<file path="src/spl_pkg.sv">
// constants shared by the serial port select and driver enable block
package spl_pkg;

  // ****************************************************************
  // sizes
  // ****************************************************************
  localparam int unsigned CHANNELS = 4;
  localparam int unsigned DRV_PER_CH = 2;
  localparam int unsigned EN_W = 8;
  localparam int unsigned AMP_W = 8;
  localparam int unsigned ADR_W = 8;
  localparam int unsigned DAT_W = 32;
  localparam int unsigned SEL_W = 4;

  // ****************************************************************
  // register map, byte offsets
  // ****************************************************************
  localparam logic [7:0] CTRL_OFF = 8'h00;
  localparam logic [7:0] ENBUS_OFF = 8'h04;
  localparam logic [7:0] STAT_OFF = 8'h08;

  // ****************************************************************
  // field positions
  // ****************************************************************
  localparam int unsigned CTRL_LOOP_BIT = 0;
  localparam int unsigned CTRL_SEL_LSB = 4;
  localparam int unsigned CTRL_OPEN_BIT = 8;
  localparam int unsigned CTRL_AMP_LSB = 9;
  localparam int unsigned STAT_VALID_LSB = 8;
  localparam int unsigned STAT_RST_BIT = 12;

  // ****************************************************************
  // three-level amplitude select and reset values
  // ****************************************************************
  typedef enum logic [1:0] {
    SPL_AMP_LOW = 2'b00,
    SPL_AMP_MID = 2'b01,
    SPL_AMP_HIGH = 2'b10
  } spl_amp_t;

  localparam logic [7:0] THR_LOW_DEF = 8'h20;
  localparam logic [7:0] THR_MID_DEF = 8'h40;
  localparam logic [7:0] THR_HIGH_DEF = 8'h80;
  localparam logic [3:0] SEL_RST = 4'hF;
  localparam logic [1:0] AMP_RST = 2'h1;
  localparam logic [7:0] ENBUS_RST = 8'h00;

endpackage

</file>
<file path="src/spl_latch_if.sv">
// carrier between the top and the driver enable latch
`timescale 1ns/100ps
interface spl_latch_if #(parameter int unsigned W = 8);
  logic open;
  logic clear;
  logic [W-1:0] bus;
  logic [W-1:0] held;
  modport ctl(output open, output clear, output bus, input held);
  modport latch(input open, input clear, input bus, output held);
endinterface

</file>
<file path="src/spl_enable_latch.sv">
// driver enable latch: transparent while open, holds when closed
`timescale 1ns/100ps
module spl_enable_latch (
  input wire logic clk_i,
  input wire logic rst_i,
  spl_latch_if.latch lat
);

  typedef struct packed {
    logic [spl_pkg::EN_W-1:0] held;
  } spl_lat_state_t;

  spl_lat_state_t s;
  spl_lat_state_t next_s;

  // clear beats open so a reset always powers every driver down
  always_comb begin
    next_s = s;
    if (lat.clear) begin
      next_s.held = '0;
    end else if (lat.open) begin
      next_s.held = lat.bus;
    end
    // closed: keep the last captured bus value, see
  end

  always_ff @(posedge clk_i) begin
    if (rst_i) begin
      s <= '0;
    end else begin
      s <= next_s;
    end
  end

  assign lat.held = s.held;
endmodule

</file>
<file path="src/spl_channel.sv">
// one channel: receive input select, loopback and two drivers
`timescale 1ns/100ps
module spl_channel (
  input wire logic clk_i,
  input wire logic rst_i,
  input wire logic input_select_i,
  input wire logic loopback_i,
  input wire logic [1:0] driver_enable_i,
  input wire logic primary_i,
  input wire logic secondary_i,
  input wire logic tx_serial_i,
  output logic recovery_o,
  output logic [1:0] driver_o
);

  typedef struct packed {
    logic rec;
    logic [1:0] drv;
  } spl_ch_state_t;

  spl_ch_state_t s;
  spl_ch_state_t next_s;

  // the recovery path and both drivers, one flop stage each
  always_comb begin
    next_s = s;
    if (loopback_i) begin
      next_s.rec = tx_serial_i; // external inputs ignored, see
    end else if (input_select_i) begin
      next_s.rec = primary_i;
    end else begin
      next_s.rec = secondary_i;
    end
    for (int k = 0; k < 2; k++) begin
      // a powered-down driver shows a steady low, see
      if (!driver_enable_i[k]) begin
        next_s.drv[k] = 1'b0;
      end else if (loopback_i) begin
        next_s.drv[k] = 1'b1;
      end else begin
        next_s.drv[k] = tx_serial_i;
      end
    end
  end

  always_ff @(posedge clk_i) begin
    if (rst_i) begin
      s <= '0;
    end else begin
      s <= next_s;
    end
  end

  assign recovery_o = s.rec;
  assign driver_o = s.drv;
endmodule

</file>
<file path="src/spl_port_ctrl.sv">
// serial port select, loopback and driver enable control, wishbone slave
//
// Function
// With its input select high a channel feeds its primary input to recovery.
// With its input select low a channel feeds its secondary input to recovery.
// Loopback routes each channel's transmit stream to its own recovery path.
// In loopback every enabled driver holds a steady one instead of data.
// In loopback both external serial inputs are ignored on every channel.
// While the latch is open the shared enable bus drives the driver enables.
// An enable bit high turns its driver on and a low bit powers it down.
// Closing the latch captures the last bus value and holds it until reopened.
// A sampled low device reset clears the latch, disabling every driver.
// The three-level amplitude select picks one of three detect thresholds.
// The device reset is sampled on the clock edge and needs one low edge.
// Each of the eight enable bits maps to one driver, two per channel.
`timescale 1ns/100ps
module spl_port_ctrl #(
  parameter logic [7:0] THR_LOW = spl_pkg::THR_LOW_DEF,
  parameter logic [7:0] THR_MID = spl_pkg::THR_MID_DEF,
  parameter logic [7:0] THR_HIGH = spl_pkg::THR_HIGH_DEF
) (
  input wire logic clk_i,
  input wire logic rst_i,
  input wire logic [7:0] wb_adr_i,
  input wire logic [31:0] wb_dat_i,
  output logic [31:0] wb_dat_o,
  input wire logic wb_we_i,
  input wire logic [3:0] wb_sel_i,
  input wire logic wb_cyc_i,
  input wire logic wb_stb_i,
  output logic wb_ack_o,
  input wire logic device_reset_n_i,
  input wire logic [3:0] primary_serial_input_i,
  input wire logic [3:0] secondary_serial_input_i,
  input wire logic [3:0] tx_serial_i,
  input wire logic [31:0] rx_amplitude_i,
  output logic [3:0] recovery_data_o,
  output logic [7:0] serial_driver_pair_o,
  output logic [7:0] driver_enable_o,
  output logic [3:0] signal_valid_o,
  output logic [7:0] detect_threshold_o
);

  // ****************************************************************
  // state
  // ****************************************************************
  typedef struct packed {
    logic ack;
    logic [31:0] rdata;
    logic loop;
    logic [3:0] serial_input_select;
    logic open;
    logic [1:0] amp;
    logic [7:0] enbus;
    logic dev_rst;
    logic [3:0] valid;
    logic [7:0] thresh;
    logic [7:0] drv_en;
  } spl_top_state_t;

  spl_top_state_t s;
  spl_top_state_t next_s;

  logic req;
  logic wr;
  logic [31:0] ctrl_img;
  logic [31:0] ctrl_new;
  logic [31:0] enbus_new;
  logic [31:0] stat_img;

  spl_latch_if #(.W(spl_pkg::EN_W)) lif ();

  // ****************************************************************
  // byte lane merge
  // ****************************************************************
  // only lanes with their select bit set are replaced
  function automatic logic [31:0] merge(
    input logic [31:0] old,
    input logic [31:0] nw,
    input logic [3:0] sel
  );
    logic [31:0] r;
    r = old;
    for (int b = 0; b < 4; b++) begin
      if (sel[b]) begin
        r[b*8 +: 8] = nw[b*8 +: 8];
      end
    end
    return r;
  endfunction

  // ****************************************************************
  // register images
  // ****************************************************************
  // request seen once; ack in the next cycle closes it
  assign req = wb_cyc_i && wb_stb_i && !s.ack;
  assign wr = req && wb_we_i;

  always_comb begin
    ctrl_img = '0;
    ctrl_img[spl_pkg::CTRL_LOOP_BIT] = s.loop;
    ctrl_img[spl_pkg::CTRL_SEL_LSB +: spl_pkg::SEL_W] = s.serial_input_select;
    ctrl_img[spl_pkg::CTRL_OPEN_BIT] = s.open;
    ctrl_img[spl_pkg::CTRL_AMP_LSB +: 2] = s.amp;
  end

  assign ctrl_new = merge(ctrl_img, wb_dat_i, wb_sel_i);
  assign enbus_new = merge({24'h000000, s.enbus}, wb_dat_i, wb_sel_i);

  // status shows the live latch, reset sample and detect results
  always_comb begin
    stat_img = '0;
    stat_img[spl_pkg::EN_W-1:0] = lif.held;
    stat_img[spl_pkg::STAT_VALID_LSB +: spl_pkg::CHANNELS] = s.valid;
    stat_img[spl_pkg::STAT_RST_BIT] = s.dev_rst;
  end

  // ****************************************************************
  // next state
  // ****************************************************************
  always_comb begin
    next_s = s;
    next_s.ack = req;
    next_s.rdata = '0;
    if (req && !wb_we_i) begin
      unique case (wb_adr_i)
        spl_pkg::CTRL_OFF: next_s.rdata = ctrl_img;
        spl_pkg::ENBUS_OFF: next_s.rdata = {24'h000000, s.enbus};
        spl_pkg::STAT_OFF: next_s.rdata = stat_img;
        default: next_s.rdata = '0; // unmapped reads answer zero
      endcase
    end
    if (wr && wb_adr_i == spl_pkg::CTRL_OFF) begin
      next_s.loop = ctrl_new[spl_pkg::CTRL_LOOP_BIT];
      next_s.serial_input_select =
        ctrl_new[spl_pkg::CTRL_SEL_LSB +: spl_pkg::SEL_W];
      next_s.open = ctrl_new[spl_pkg::CTRL_OPEN_BIT];
      next_s.amp = ctrl_new[spl_pkg::CTRL_AMP_LSB +: 2];
    end
    if (wr && wb_adr_i == spl_pkg::ENBUS_OFF) begin
      next_s.enbus = enbus_new[spl_pkg::EN_W-1:0];
    end
    // the reset pin is only looked at on the clock edge, see
    next_s.dev_rst = !device_reset_n_i;
    // illegal select code falls back to the middle trip point
    unique case (s.amp)
      spl_pkg::SPL_AMP_LOW: next_s.thresh = THR_LOW;
      spl_pkg::SPL_AMP_MID: next_s.thresh = THR_MID;
      spl_pkg::SPL_AMP_HIGH: next_s.thresh = THR_HIGH;
      default: next_s.thresh = THR_MID;
    endcase
    for (int c = 0; c < spl_pkg::CHANNELS; c++) begin
      next_s.valid[c] =
        rx_amplitude_i[c*spl_pkg::AMP_W +: spl_pkg::AMP_W] >= s.thresh;
    end
    next_s.drv_en = lif.held;
  end

  always_ff @(posedge clk_i) begin
    if (rst_i) begin
      s <= '0;
      s.serial_input_select <= spl_pkg::SEL_RST;
      s.amp <= spl_pkg::AMP_RST;
      s.enbus <= spl_pkg::ENBUS_RST;
      s.thresh <= THR_MID;
    end else begin
      s <= next_s;
    end
  end

  // ****************************************************************
  // driver enable latch
  // ****************************************************************
  // latch clear comes straight from the pin level, not from the registered dev_rst sample
  assign lif.open = s.open;
  assign lif.bus = s.enbus;
  assign lif.clear = !device_reset_n_i;

  spl_enable_latch u_latch (
    .clk_i(clk_i),
    .rst_i(rst_i),
    .lat(lif)
  );

  // ****************************************************************
  // channels
  // ****************************************************************
  // bits 2c and 2c+1 enable the primary and secondary driver, see
  for (genvar c = 0; c < spl_pkg::CHANNELS; c++) begin : g_ch
    spl_channel u_ch (
      .clk_i(clk_i),
      .rst_i(rst_i),
      .input_select_i(s.serial_input_select[c]),
      .loopback_i(s.loop),
      .driver_enable_i(lif.held[c*spl_pkg::DRV_PER_CH +: 2]),
      .primary_i(primary_serial_input_i[c]),
      .secondary_i(secondary_serial_input_i[c]),
      .tx_serial_i(tx_serial_i[c]),
      .recovery_o(recovery_data_o[c]),
      .driver_o(serial_driver_pair_o[c*spl_pkg::DRV_PER_CH +: 2])
    );
  end

  // ****************************************************************
  // outputs
  // ****************************************************************
  assign wb_ack_o = s.ack;
  assign wb_dat_o = s.rdata;
  assign driver_enable_o = s.drv_en;
  assign signal_valid_o = s.valid;
  assign detect_threshold_o = s.thresh;
endmodule

</file>
<file path="config.mk">
export PLATFORM = sky130hd
export DESIGN_NAME = spl_port_ctrl
export DESIGN_NICKNAME = d
export VERILOG_FILES = /design/src/spl_pkg.sv /design/src/spl_latch_if.sv /design/src/spl_enable_latch.sv /design/src/spl_channel.sv /design/src/spl_port_ctrl.sv
export SDC_FILE = /design/constraint.sdc
export NUM_CORES = 1
export LEC_CHECK = 0
export ABC_AREA = 1
export BUFFER_PORTS_ARGS = -buffer_cell sky130_fd_sc_hd__buf_2
export CORE_ASPECT_RATIO = 1.5
export CORE_UTILIZATION = 50
export CTS_BUF_LIST = sky130_fd_sc_hd__clkbuf_8 sky130_fd_sc_hd__clkbuf_16
export DETAILED_ROUTE_END_ITERATION = 7
export PLACE_DENSITY = 0.86
export SLEW_MARGIN = 30
export SYNTH_ARGS = -nofsm -noshare
export SYNTH_HDL_FRONTEND = slang
export SYNTH_SLANG_ARGS = --single-unit
export TNS_END_PERCENT = 100
</file>
<file path="constraint.sdc">
create_clock -name clk_i -period 2.21 [get_ports clk_i]
set_clock_uncertainty 0.05 [all_clocks]
set_input_delay 0.221 -clock clk_i [delete_from_list [all_inputs] [get_ports clk_i]]
set_output_delay 0.221 -clock clk_i [all_outputs]
set_load 0.005 [all_outputs]
</file>
==> metrics.md, run 1 <==
| Metric | Value |
|---|---|
| Initial antenna violation count | `0` |
| Post-synth EDFFs | `0` |
| #FFs+latches synth | `between 60 and 70` |
| Crit-path max FO | `4` |
| Starting density of the core | `a little over half` |
| Worst Hold Class | `input pin to flip-flop` |
| Mapped Cells | `421` |
| Synthesis-to-layout area growth | `15.8%` |
| Slew Viols, Final | `0` |
| Nets | `about 610` |
| DRC errors left | `0` |
| DP HPWL | `5580 um` |
| Syn Std Cell Area | `roughly 3300 um^2` |
| Main flop type after synthesis | `dfxtp_1` |
| Ys async rst share | `0%` |
| Ports | `159` |
| Total track usage | `22.5%` |
| Final WL | `~7000 um` |
| WP data required | `2.44 ns` |
| ANT nets after route | `0` |
| Most frequent cell after synthesis | `dfxtp_1` |
| Type of the worst setup path | `flip-flop to flip-flop` |
| Cell depth of the worst min-delay path | `3` |
| Worst r2r path cells | `6` |
| Period utilization | `63.5%` |
| CTS Hold Buffers Added | `1` |
| Synth Warn # | `0` |
| Clk Latency, worst-skew pair | `approximately 0.34 ns` |
| Avg Synthesized Cell Area | `between 7 and 8 um^2` |
| Grt ovf | `0` |
| Sequential area share after synthesis | `roughly 40%` |
| Area share of the largest cell type after synthesis | `between 40% and 50%` |
| Max-cap violations | `0` |
| Via density | `4.79` |
| Synth top area cells | `dfxtp_1 40%, buf_4 13%, nand2_1 6.7%` |
| Clock Pin Slew Worst Setup and Hold Paths | `about 0.070 ns` |
| P_leak | `2.01 nW` |
| Peak VDD IR | `roughly 0.42 mV` |
| Sink Count | `66` |
| DP Area | `around 3600 um^2` |
| RSZ-0062 raised after global routing | `no` |
| Row count | `35` |
| Place WS | `about 0.78 ns` |
| Hold_ws | `0.0588 ns` |
| Largest net degree at the start of global routing | `19` |
| Final period demand of the worst path | `about 1.4 ns` |
| Postcts setup bufs | `0` |
| Router iterations before antenna repair | `4` |
| Fillers | `about 570` |
| Area leader, netlist | `dfxtp_1` |
| RePlAce Congestion | `roughly 0.83` |
| Startpoint Class | `flip-flop` |
| Core Footprint | `between 6000 and 7000 um^2` |
| Pwr/cell area | `about 660 nW/um^2` |
| Final core occ | `about three fifths` |
| # diodes | `0` |
| Total vias in the final route | `2,800` |
| CTS Buf Count | `9` |
| Die width | `slightly below 70 um` |
| CP Capture Type | `flip-flop` |
| Critical path arrival | `1.63 ns` |
| Clock root buffer | `clkbuf_8` |
| Clk buf depth | `2` |
| # resized after CTS | `0` |
| Wire per inst | `roughly 12 um` |
| Top post-synthesis cells by count | `66 x dfxtp_1, 58 x buf_4, 58 x nand2_1` |
| Post-synth cell types | `29` |
| Full die area | `between 6000 and 7000 um^2` |
| Port Buf Inserts | `111` |
| CTS tree | `done` |
| Fin. Hold Viols | `0` |
| Final worst slack | `0.807 ns` |
| 1st-iter DRT viols | `64` |
| Setup tns final | `0 ns` |
| Die Ht | `~100 um` |
| Final setup vio count | `0` |
| Design area | `~3800 um^2` |
| Fraction of layout cells with a size suffix above 1 | `a little under a third` |
| Max frequency | `around 710 MHz` |
| Htree depth | `3` |
| First-pass GRT wire length | `~12,000 um` |
| Number of global-route vias before repair | `approximately 2,700` |
| Outcome | `completed` |
-- placed cells by master, fill, tap and decap left out --
master,instances
conb_1,24
clkbuf_8,10
o21ai_0,11
a21oi_4,1
nand2_1,58
o21a_1,2
nand3_1,37
nand2_2,2
clkinv_1,1
buf_4,4
nor2_4,4
clkinv_2,3
nor2_1,53
nor2_2,6
nor3_1,10
a21oi_2,6
dfxtp_1,66
dlygate4sd3_1,1
nor3b_1,2
nand4_1,3
or2_2,1
inv_1,50
a21oi_1,18
mux2_2,4
a211oi_1,3
ha_1,12
buf_2,111
nand2_4,4
clkinvlp_4,1
bufinv_16,2
-- power by group --
part	internal, mW	switching, mW	leakage [nW]	total [mW]
combinational	0.0858	0.105	1.36	0.191
sequential	1.20	0.00423	0.534	1.20
clock	0.657	0.448	0.113	1.11
-- kinds of logic after synthesis --
kind of cell / synth area share (%)
buffers and inverters: 20.5
adders and majority gates: 4.59
other: 0.115
AOI/OAI and AO/OA: 7.68
DFF: 40.4
muxes: 1.38
and+or+nand+nor: 25.4
-- flip-flops by register name, indices dropped and copies added (netlist names) --
name	count
lif.open	1
driver_enable_o	8
u_latch.lat.held	8
g_ch.u_ch.driver_o	8
s	1
signal_valid_o	4
detect_threshold_o	3
g_ch.u_ch.recovery_o	4
lif.bus	8
wb_ack_o	1
wb_dat_o	13
ctrl_img	7
-- area by class of cell --
cell class	instances	area, um^2	area share [%]
clock buffer	10	138	3.63
sequential	66	1320	34.9
timing repair buffer	116	596	15.7
clock inverter	6	81.3	2.15
inverter	51	193	5.08
tap	74	92.6	2.44
multi-input combinational	261	1370	36.1
-- final timing paths --
kind	endpoint	from	slack, ns
setup / recovery	signal_valid_o[3]$_SDFF_PP0_	detect_threshold_o[7]$_SDFF_PP0_	0.81
hold / removal	lif.open$_SDFFE_PP0P_	wb_dat_i[8]	0.06
setup reg to reg	signal_valid_o[3]$_SDFF_PP0_	detect_threshold_o[7]$_SDFF_PP0_	0.81
hold reg to reg	detect_threshold_o[5]$_SDFF_PP0_	ctrl_img[10]$_SDFFE_PP0P_	0.39
-- metrics by stage --
step                      power (mW)  cells
after floorplan                 1.36    444
after global placement          1.41    567
after detailed placement        1.42    567
after CTS                       2.52    584
after global routing            2.59    584
final                           2.50    584
-- critical path, cell delays in order (launching register included) --
cell and delay [ns]:
dfxtp_1 0.32, inv_1 0.09, ha_1 0.31, nand2_1 0.09
nor3b_1 0.23, nand3_1 0.10, a21oi_1 0.14
-- layer usage --
layer / part of all wire (%) / vias up / GRT usage (%) / wire, um
met1: 37 / 1238 / 23.5 / 2620
li1: - / 1415 / - / -
met4: 4.8 / 0 / 14.1 / 335
met5: 0 / - / 0 / 0
met2: 52 / 119 / 38.4 / 3670
met3: 5.5 / 28 / 5.88 / 382
Power figures use the tool's default switching activity.
==> inputs of run 2 (changes only) <==
--- a/config.mk
+++ b/config.mk
@@ -8,10 +8,10 @@
 export ABC_AREA = 1
 export BUFFER_PORTS_ARGS = -buffer_cell sky130_fd_sc_hd__buf_2
 export CORE_ASPECT_RATIO = 1.5
-export CORE_UTILIZATION = 50
+export CORE_UTILIZATION = 46
 export CTS_BUF_LIST = sky130_fd_sc_hd__clkbuf_8 sky130_fd_sc_hd__clkbuf_16
 export DETAILED_ROUTE_END_ITERATION = 7
-export PLACE_DENSITY = 0.86
+export PLACE_DENSITY = 0.8
 export SLEW_MARGIN = 30
 export SYNTH_ARGS = -nofsm -noshare
 export SYNTH_HDL_FRONTEND = slang
==> constraint.sdc (replaced) <==
create_clock -name clk_i -period 1.5 [get_ports clk_i]
set_clock_uncertainty 0.05 [all_clocks]
set_input_delay 0.15 -clock clk_i [delete_from_list [all_inputs] [get_ports clk_i]]
set_output_delay 0.15 -clock clk_i [all_outputs]
set_load 0.005 [all_outputs]
==> run 2 against run 1 <==
Against the previous run:
- non-clock buffer count increased by 7
- sequential share of layout area decreased by 0.23 points
- wire length decreased by 4.1%
- fmax increased by 4.2%
- critical path depth unchanged
- final area increased by 0.66%
- cell count increased by 1.9%
- via count decreased by 0.11%
- power increased by 35%
- register-to-register slack got worse by 0.65 ns
- die area increased by 8.5%
- setup slack got worse by 0.65 ns
==> metrics.md, run 2 (same netlist as run 1, synthesis figures left out) <==
| Metric | Value |
|---|---|
| DP Area | `about 3600 um^2` |
| Max-cap violations | `0` |
| Critical path arrival | `about 1.6 ns` |
| ANT nets after route | `0` |
| Power Internal | `2.54 mW` |
| Fin. Hold Viols | `0` |
| Full die area | `between 7000 and 8000 um^2` |
| Htree depth | `3` |
| Sequential power share | `52.4%` |
| Setup tns final | `0 ns` |
| Type of the worst setup path | `flip-flop to flip-flop` |
| Ports | `159` |
| Row count | `37` |
| Final setup vio count | `0` |
| DRC errors left | `0` |
| Worst Hold Class | `input pin to flip-flop` |
| Power share of the clock group | `between 30% and 40%` |
| Final WL | `6720 um` |
| Largest net degree at the start of global routing | `18` |
| Die width | `70.9 um` |
| Final period demand of the worst path | `between 1 and 1.5 ns` |
| Pwr/cell area | `887 nW/um^2` |
| Initial antenna violation count | `0` |
| Combinational share of power | `around 8.5%` |
| CTS tree | `done` |
| CP Capture Type | `flip-flop` |
| Via density | `about 4.7` |
| # resized after CTS | `0` |
| Crit. Startpoint | `detect_threshold_o[7]$_SDFF_PP0_` |
| Number of global-route vias before repair | `between 2,000 and 3,000` |
| CTS Hold Buffers Added | `4` |
| Fraction of layout cells with a size suffix above 1 | `between 30% and 40%` |
| Startpoint Class | `flip-flop` |
| Max frequency | `~740 MHz` |
| CTS Buf Count | `9` |
| Commonest cells after routing, fill and taps aside | `111 x buf_2, 66 x dfxtp_1, 58 x nand2_1, 53 x nor2_1, 49 x inv_1` |
| Commonest non-fill, non-tap cell in the layout | `buf_2` |
| Postcts setup bufs | `0` |
| P_leak | `about 2.0 nW` |
| Clock root buffer | `clkbuf_8` |
| Die Ht | `~110 um` |
| Crit-path max FO | `4` |
| Sw Ratio | `between 20% and 30%` |
| M2 GR Usage | `approximately a third` |
| Reg2reg start | `detect_threshold_o[7]$_SDFF_PP0_` |
| # diodes | `0` |
| RSZ-0062 raised after global routing | `no` |
| Nets | `around 620` |
| Synthesis-to-layout area growth | `16.6%` |
| Clk buf depth | `2` |
| RePlAce Congestion | `around 0.80` |
| First-pass GRT wire length | `around 11,000 um` |
| Hold_sp | `wb_dat_i[4]` |
| Slew Viols, Final | `0` |
| Outcome | `completed` |
| 1st-iter DRT viols | `around 120` |
| Peak VDD IR | `between 0.5 and 0.6 mV` |
| Total track usage | `between 10% and 20%` |
| Core Footprint | `6850 um^2` |
| M1 GR Usage | `a little over a fifth` |
| Period utilization | `roughly nine tenths` |
| Router iterations before antenna repair | `6` |
| WP data required | `1.72 ns` |
| NetSw | `between 0.8 and 0.9 mW` |
| Total vias in the final route | `around 2,800` |
| Max reg flops | `13` |
| Starting density of the core | `a little under half` |
| Wire per inst | `about 11 um` |
| Met3 Use GR | `under 10%` |
| Clock Pin Slew Worst Setup and Hold Paths | `~0.070 ns` |
| Clk Latency, worst-skew pair | `about 0.33 ns` |
| Port Buf Inserts | `~110` |
| Grt ovf | `0` |
| Grt peak-use layer | `met2` |
| Design area | `3810 um^2` |
| DP HPWL | `about 5400 um` |
| Sink Count | `between 60 and 70` |
## run 2: cell types whose count changed in the layout (fill, tap and decap cells not counted)
cell           before  now
inv_1              50   49
inv_6               0    1
clkinvlp_4          1    3
dlygate4sd3_1       1    4
bufinv_16           2    0
buf_4               4    8
## run 2: stage by stage
stage / worst slack [ns] / hold slack, ns / power, mW / instances / utilization (%)
CTS: 0.140 / 0.00675 / 3.40 / 595 / 55.7
floorplan: 0.299 / 0.172 / 2.01 / 444 / -
global route: 0.0576 / 0.0136 / 3.54 / 595 / 55.7
global placement: 0.198 / 0.275 / 2.09 / 575 / 52.5
detailed placement: 0.161 / 0.275 / 2.09 / 575 / 52.5
finish: 0.154 / 0.0151 / 3.39 / 595 / 55.7
## run 2: worst paths after layout
check | endpoint | cells after the start | slack, ns
hold / removal | ctrl_img[4]$_SDFFE_PP1P_ | 3 | 0.02
hold reg to reg | wb_dat_o[11]$_SDFF_PP0_ | 2 | 0.39
setup reg to reg | signal_valid_o[2]$_SDFF_PP0_ | 6 | 0.15
setup / recovery | signal_valid_o[2]$_SDFF_PP0_ | 6 | 0.15
## run 2: cell type report
class | count | area [um^2]
timing repair buffer | 123 | 656
clock buffer | 10 | 138
clock inverter | 6 | 41.3
multi-input combinational | 261 | 1370
sequential | 66 | 1320
tap | 78 | 97.6
inverter | 51 | 193
fill | 671 | 3040
## run 2: layer usage
metal	wire length [um]	part of all wire, %	up-vias
met1	2600	39	1232
li1	-	-	1427
met2	3480	52	116
met4	272	4.0	0
met3	364	5.4	22
met5	0	0	-
## run 2: critical path: stages (launching register included)
cell and delay, ns:
dfxtp_1 0.34, inv_1 0.09, ha_1 0.30, nand2_1 0.07, nor3b_1 0.18, nand3_1 0.11
a21oi_1 0.15
## run 2: power groups by stage
stage | Clock (mW) | Sequential [mW] | Combinational, mW
after detailed placement | 0 | 1.81 | 0.279
final | 1.32 | 1.77 | 0.287
after global placement | 0 | 1.81 | 0.272
after global routing | 1.44 | 1.77 | 0.326
after CTS | 1.34 | 1.77 | 0.288
after floorplan | 0 | 1.81 | 0.198
==> inputs of run 3 (changes only) <==
--- a/config.mk
+++ b/config.mk
@@ -8,10 +8,10 @@
 export ABC_AREA = 1
 export BUFFER_PORTS_ARGS = -buffer_cell sky130_fd_sc_hd__buf_2
 export CORE_ASPECT_RATIO = 1.5
-export CORE_UTILIZATION = 46
+export CORE_UTILIZATION = 42
 export CTS_BUF_LIST = sky130_fd_sc_hd__clkbuf_8 sky130_fd_sc_hd__clkbuf_16
 export DETAILED_ROUTE_END_ITERATION = 7
-export PLACE_DENSITY = 0.8
+export PLACE_DENSITY = 0.77
 export SLEW_MARGIN = 30
 export SYNTH_ARGS = -nofsm -noshare
 export SYNTH_HDL_FRONTEND = slang
==> constraint.sdc (replaced) <==
create_clock -name clk_i -period 1.1 [get_ports clk_i]
set_clock_uncertainty 0.05 [all_clocks]
set_input_delay 0.11 -clock clk_i [delete_from_list [all_inputs] [get_ports clk_i]]
set_output_delay 0.11 -clock clk_i [all_outputs]
set_load 0.005 [all_outputs]
==> run 3 against run 2 <==
Against the previous run:
- fmax increased by 5.8%
- the flow now finishes with violations (design-rule violations, negative hold slack, negative setup slack)
- sequential share of layout area is 4.8 points lower
- largest cell class unchanged
- combinational power rose by 70%
- clock-buffer cell count fell by 1
- largest power group is now clock
- power up 72%
==> metrics.md, run 3 (same netlist as run 1, synthesis figures left out) <==
| Metric | Value |
|---|---|
| NetSw | `1.23 mW` |
| First-pass GRT wire length | `about 12,000 um` |
| Max-cap violations | `0` |
| Sink Count | `66` |
| Router iterations before antenna repair | `7` |
| Clk buf depth | `2` |
| DRC errors left | `1` |
| DP HPWL | `~5700 um` |
| Pwr/cell area | `between 1000 and 1500 nW/um^2` |
| Peak VDD IR | `~0.81 mV` |
| Row count | `39` |
| Largest net degree at the start of global routing | `18` |
| Synthesis-to-layout area growth | `36.4%` |
| Sw Ratio | `around a fifth` |
| Fin. Hold Viols | `1` |
| Sequential power share | `roughly two fifths` |
| Failing checks | `design-rule violations, negative hold slack, negative setup slack` |
| Core Footprint | `about 7600 um^2` |
| Wire per inst | `about 12 um` |
| Critical path arrival | `about 1.5 ns` |
| Die width | `between 70 and 80 um` |
| Hold Crit Endpoint | `signal_valid_o[0]$_SDFF_PP0_` |
| Type of the worst setup path | `flip-flop to flip-flop` |
| Tot Pwr | `between 5 and 6 mW` |
| CTS Buf Count | `9` |
| Period utilization | `116%` |
| Clock root buffer | `clkbuf_16` |
| P_leak | `2.24 nW` |
| Design area | `about 4500 um^2` |
| Total vias in the final route | `around 2,900` |
| Commonest non-fill, non-tap cell in the layout | `buf_2` |
| Reg2reg start | `detect_threshold_o[7]$_SDFF_PP0_` |
| Crit-path leading delay family | `flip-flops` |
| WP data required | `approximately 1.3 ns` |
| Via density | `approximately 4.6` |
| Fillers | `roughly 670` |
| Number of global-route vias before repair | `roughly 2,600` |
| Max reg flops | `13` |
| Power Internal | `4.60 mW` |
| Max frequency | `about 800 MHz` |
| Crit path cell chain | `inv_4 > ha_4 > nand2_4 > nor3b_2 > nand3_1 > a21oi_2` |
| Worst r2r path cells | `6` |
| Power share of the clock group | `50.1%` |
| DP Area | `slightly below 4000 um^2` |
| Reg2reg end | `signal_valid_o[3]$_SDFF_PP0_` |
| CP bufs+invs | `1` |
| ANT nets after route | `0` |
| # diodes | `0` |
| FF-to-FF setup slack | `-0.17 ns` |
| 1st-iter DRT viols | `85` |
| Final setup vio count | `33` |
| RSZ-0062 raised after global routing | `yes` |
| Hold_ws | `-0.00118 ns` |
| Total track usage | `19.3%` |
| Outcome | `complete, but fails checks` |
| Multi-input gate area | `roughly 1600 um^2` |
| Worst path max stage delay | `approximately 0.35 ns` |
| RePlAce Congestion | `around 0.82` |
| Hold_sp | `rx_amplitude_i[2]` |
| Clk Latency, worst-skew pair | `0.33 ns` |
| Grt ovf | `0` |
| Slew Viols, Final | `0` |
| Critical path's slowest cell | `dfxtp_2` |
| Die Ht | `between 100 and 150 um` |
| Clock Pin Slew Worst Setup and Hold Paths | `about 0.050 ns` |
| Worst Hold Class | `input pin to flip-flop` |
| Initial antenna violation count | `0` |
| Sequential cell area | `between 1000 and 1500 um^2` |
| Commonest cells after routing, fill and taps aside | `111 x buf_2, 58 x dfxtp_1, 52 x nor2_1, 47 x nand2_1, 44 x inv_1` |
| Final WL | `around 7600 um` |
| Htree depth | `3` |
| Startpoint Class | `flip-flop` |
| Final worst slack | `-0.173 ns` |
| CTS Hold Buffers Added | `10` |
| Cell depth of the worst min-delay path | `4` |
| Crit. Startpoint | `detect_threshold_o[7]$_SDFF_PP0_` |
| CP Capture Type | `flip-flop` |
| CTS tree | `done` |
| Full die area | `around 8000 um^2` |
| Nets | `around 640` |
| Ports | `~160` |
| Final period demand of the worst path | `approximately 1.3 ns` |
| Port Buf Inserts | `between 100 and 150` |
| Fraction of layout cells with a size suffix above 1 | `a little over two fifths` |
| Starting density of the core | `around 43%` |
| Crit-path max FO | `4` |
| Combinational share of power | `around 8.4%` |
[run 3: changes by cell type in the layout (fill, tap and decap cells not counted), sizes merged]
cell,delta
clkinv,-1
inv,-1
clkbuf,-1
clkinvlp,+1
buf,+19
bufinv,+2
dlygate4sd3,+6
[run 3: how the worst max path moves through the flow]
| stage | to | depth (start not counted) |
|---|---|---|
| detailed placement | signal_valid_o[0]$_SDFF_PP0_ | 6 |
| global placement | signal_valid_o[0]$_SDFF_PP0_ | 6 |
| global route | signal_valid_o[3]$_SDFF_PP0_ | 6 |
| floorplan | signal_valid_o[3]$_SDFF_PP0_ | 6 |
| CTS | signal_valid_o[0]$_SDFF_PP0_ | 6 |
| finish | signal_valid_o[3]$_SDFF_PP0_ | 6 |
[run 3: cell type report]
class / instances / share of cell area, %
repair buffers: 148 / 20.5
flip-flops and latches: 66 / 29.8
repair inverters: 1 / 0.168
inverters: 51 / 4.51
multi-input cells: 261 / 35.2
clock inverters: 6 / 1.88
well taps: 102 / 2.86
clock buffers: 9 / 5.05
[run 3: power groups by stage]
stage               Sequential [mW]  Combinational, mW  Clock (mW)
floorplan                      2.47              0.282           0
global placement               2.47              0.403           0
detailed placement             2.48              0.415           0
CTS                            2.42              0.465        2.97
global route                   2.42              0.544        3.09
finish                         2.43              0.488        2.92
[run 3: routing by layer]
layer	vias to the layer above	wire (um)	track usage, %
li1	1483	-	-
met1	1343	2830	19.5
met2	112	4320	35.7
met3	11	354	5.45
met4	0	129	8.79
met5	-	0	0
[run 3: repair_timing]
action	in CTS	in global routing
endpoints found under the hold margin	8	1
pin swaps	11	11
gates resized for setup	14	26
setup buffers	2	3
gates cloned	1	1
setup endpoints to repair	30	42
[run 3: worst reg2reg max path, delay by kind of cell (launching register included)]
| kind | cells | cell delay (ns) |
|---|---|---|
| adder cells (fa/ha/maj) | 1 | 0.29 |
| buffers and inverters | 1 | 0.07 |
| AND/OR/NAND/NOR | 3 | 0.32 |
| flip-flops | 1 | 0.35 |
| AO/OA/AOI/OAI | 1 | 0.14 |
[run 3: stage by stage]
| step | TNS, ns | instances | hold slack, ns | setup WS, ns | util, % |
|---|---|---|---|---|---|
| final | -2.84 | 644 | -0.00118 | -0.173 | 59.0 |
| after global routing | -5.14 | 644 | 0.00345 | -0.283 | 59.0 |
| after CTS | -1.91 | 641 | -0.0119 | -0.124 | 57.8 |
| after detailed placement | -2.71 | 613 | 0.260 | -0.152 | 51.1 |
| after global placement | -1.67 | 613 | 0.264 | -0.103 | 51.1 |
| after floorplan | -0.375 | 444 | 0.132 | -0.0563 | - |
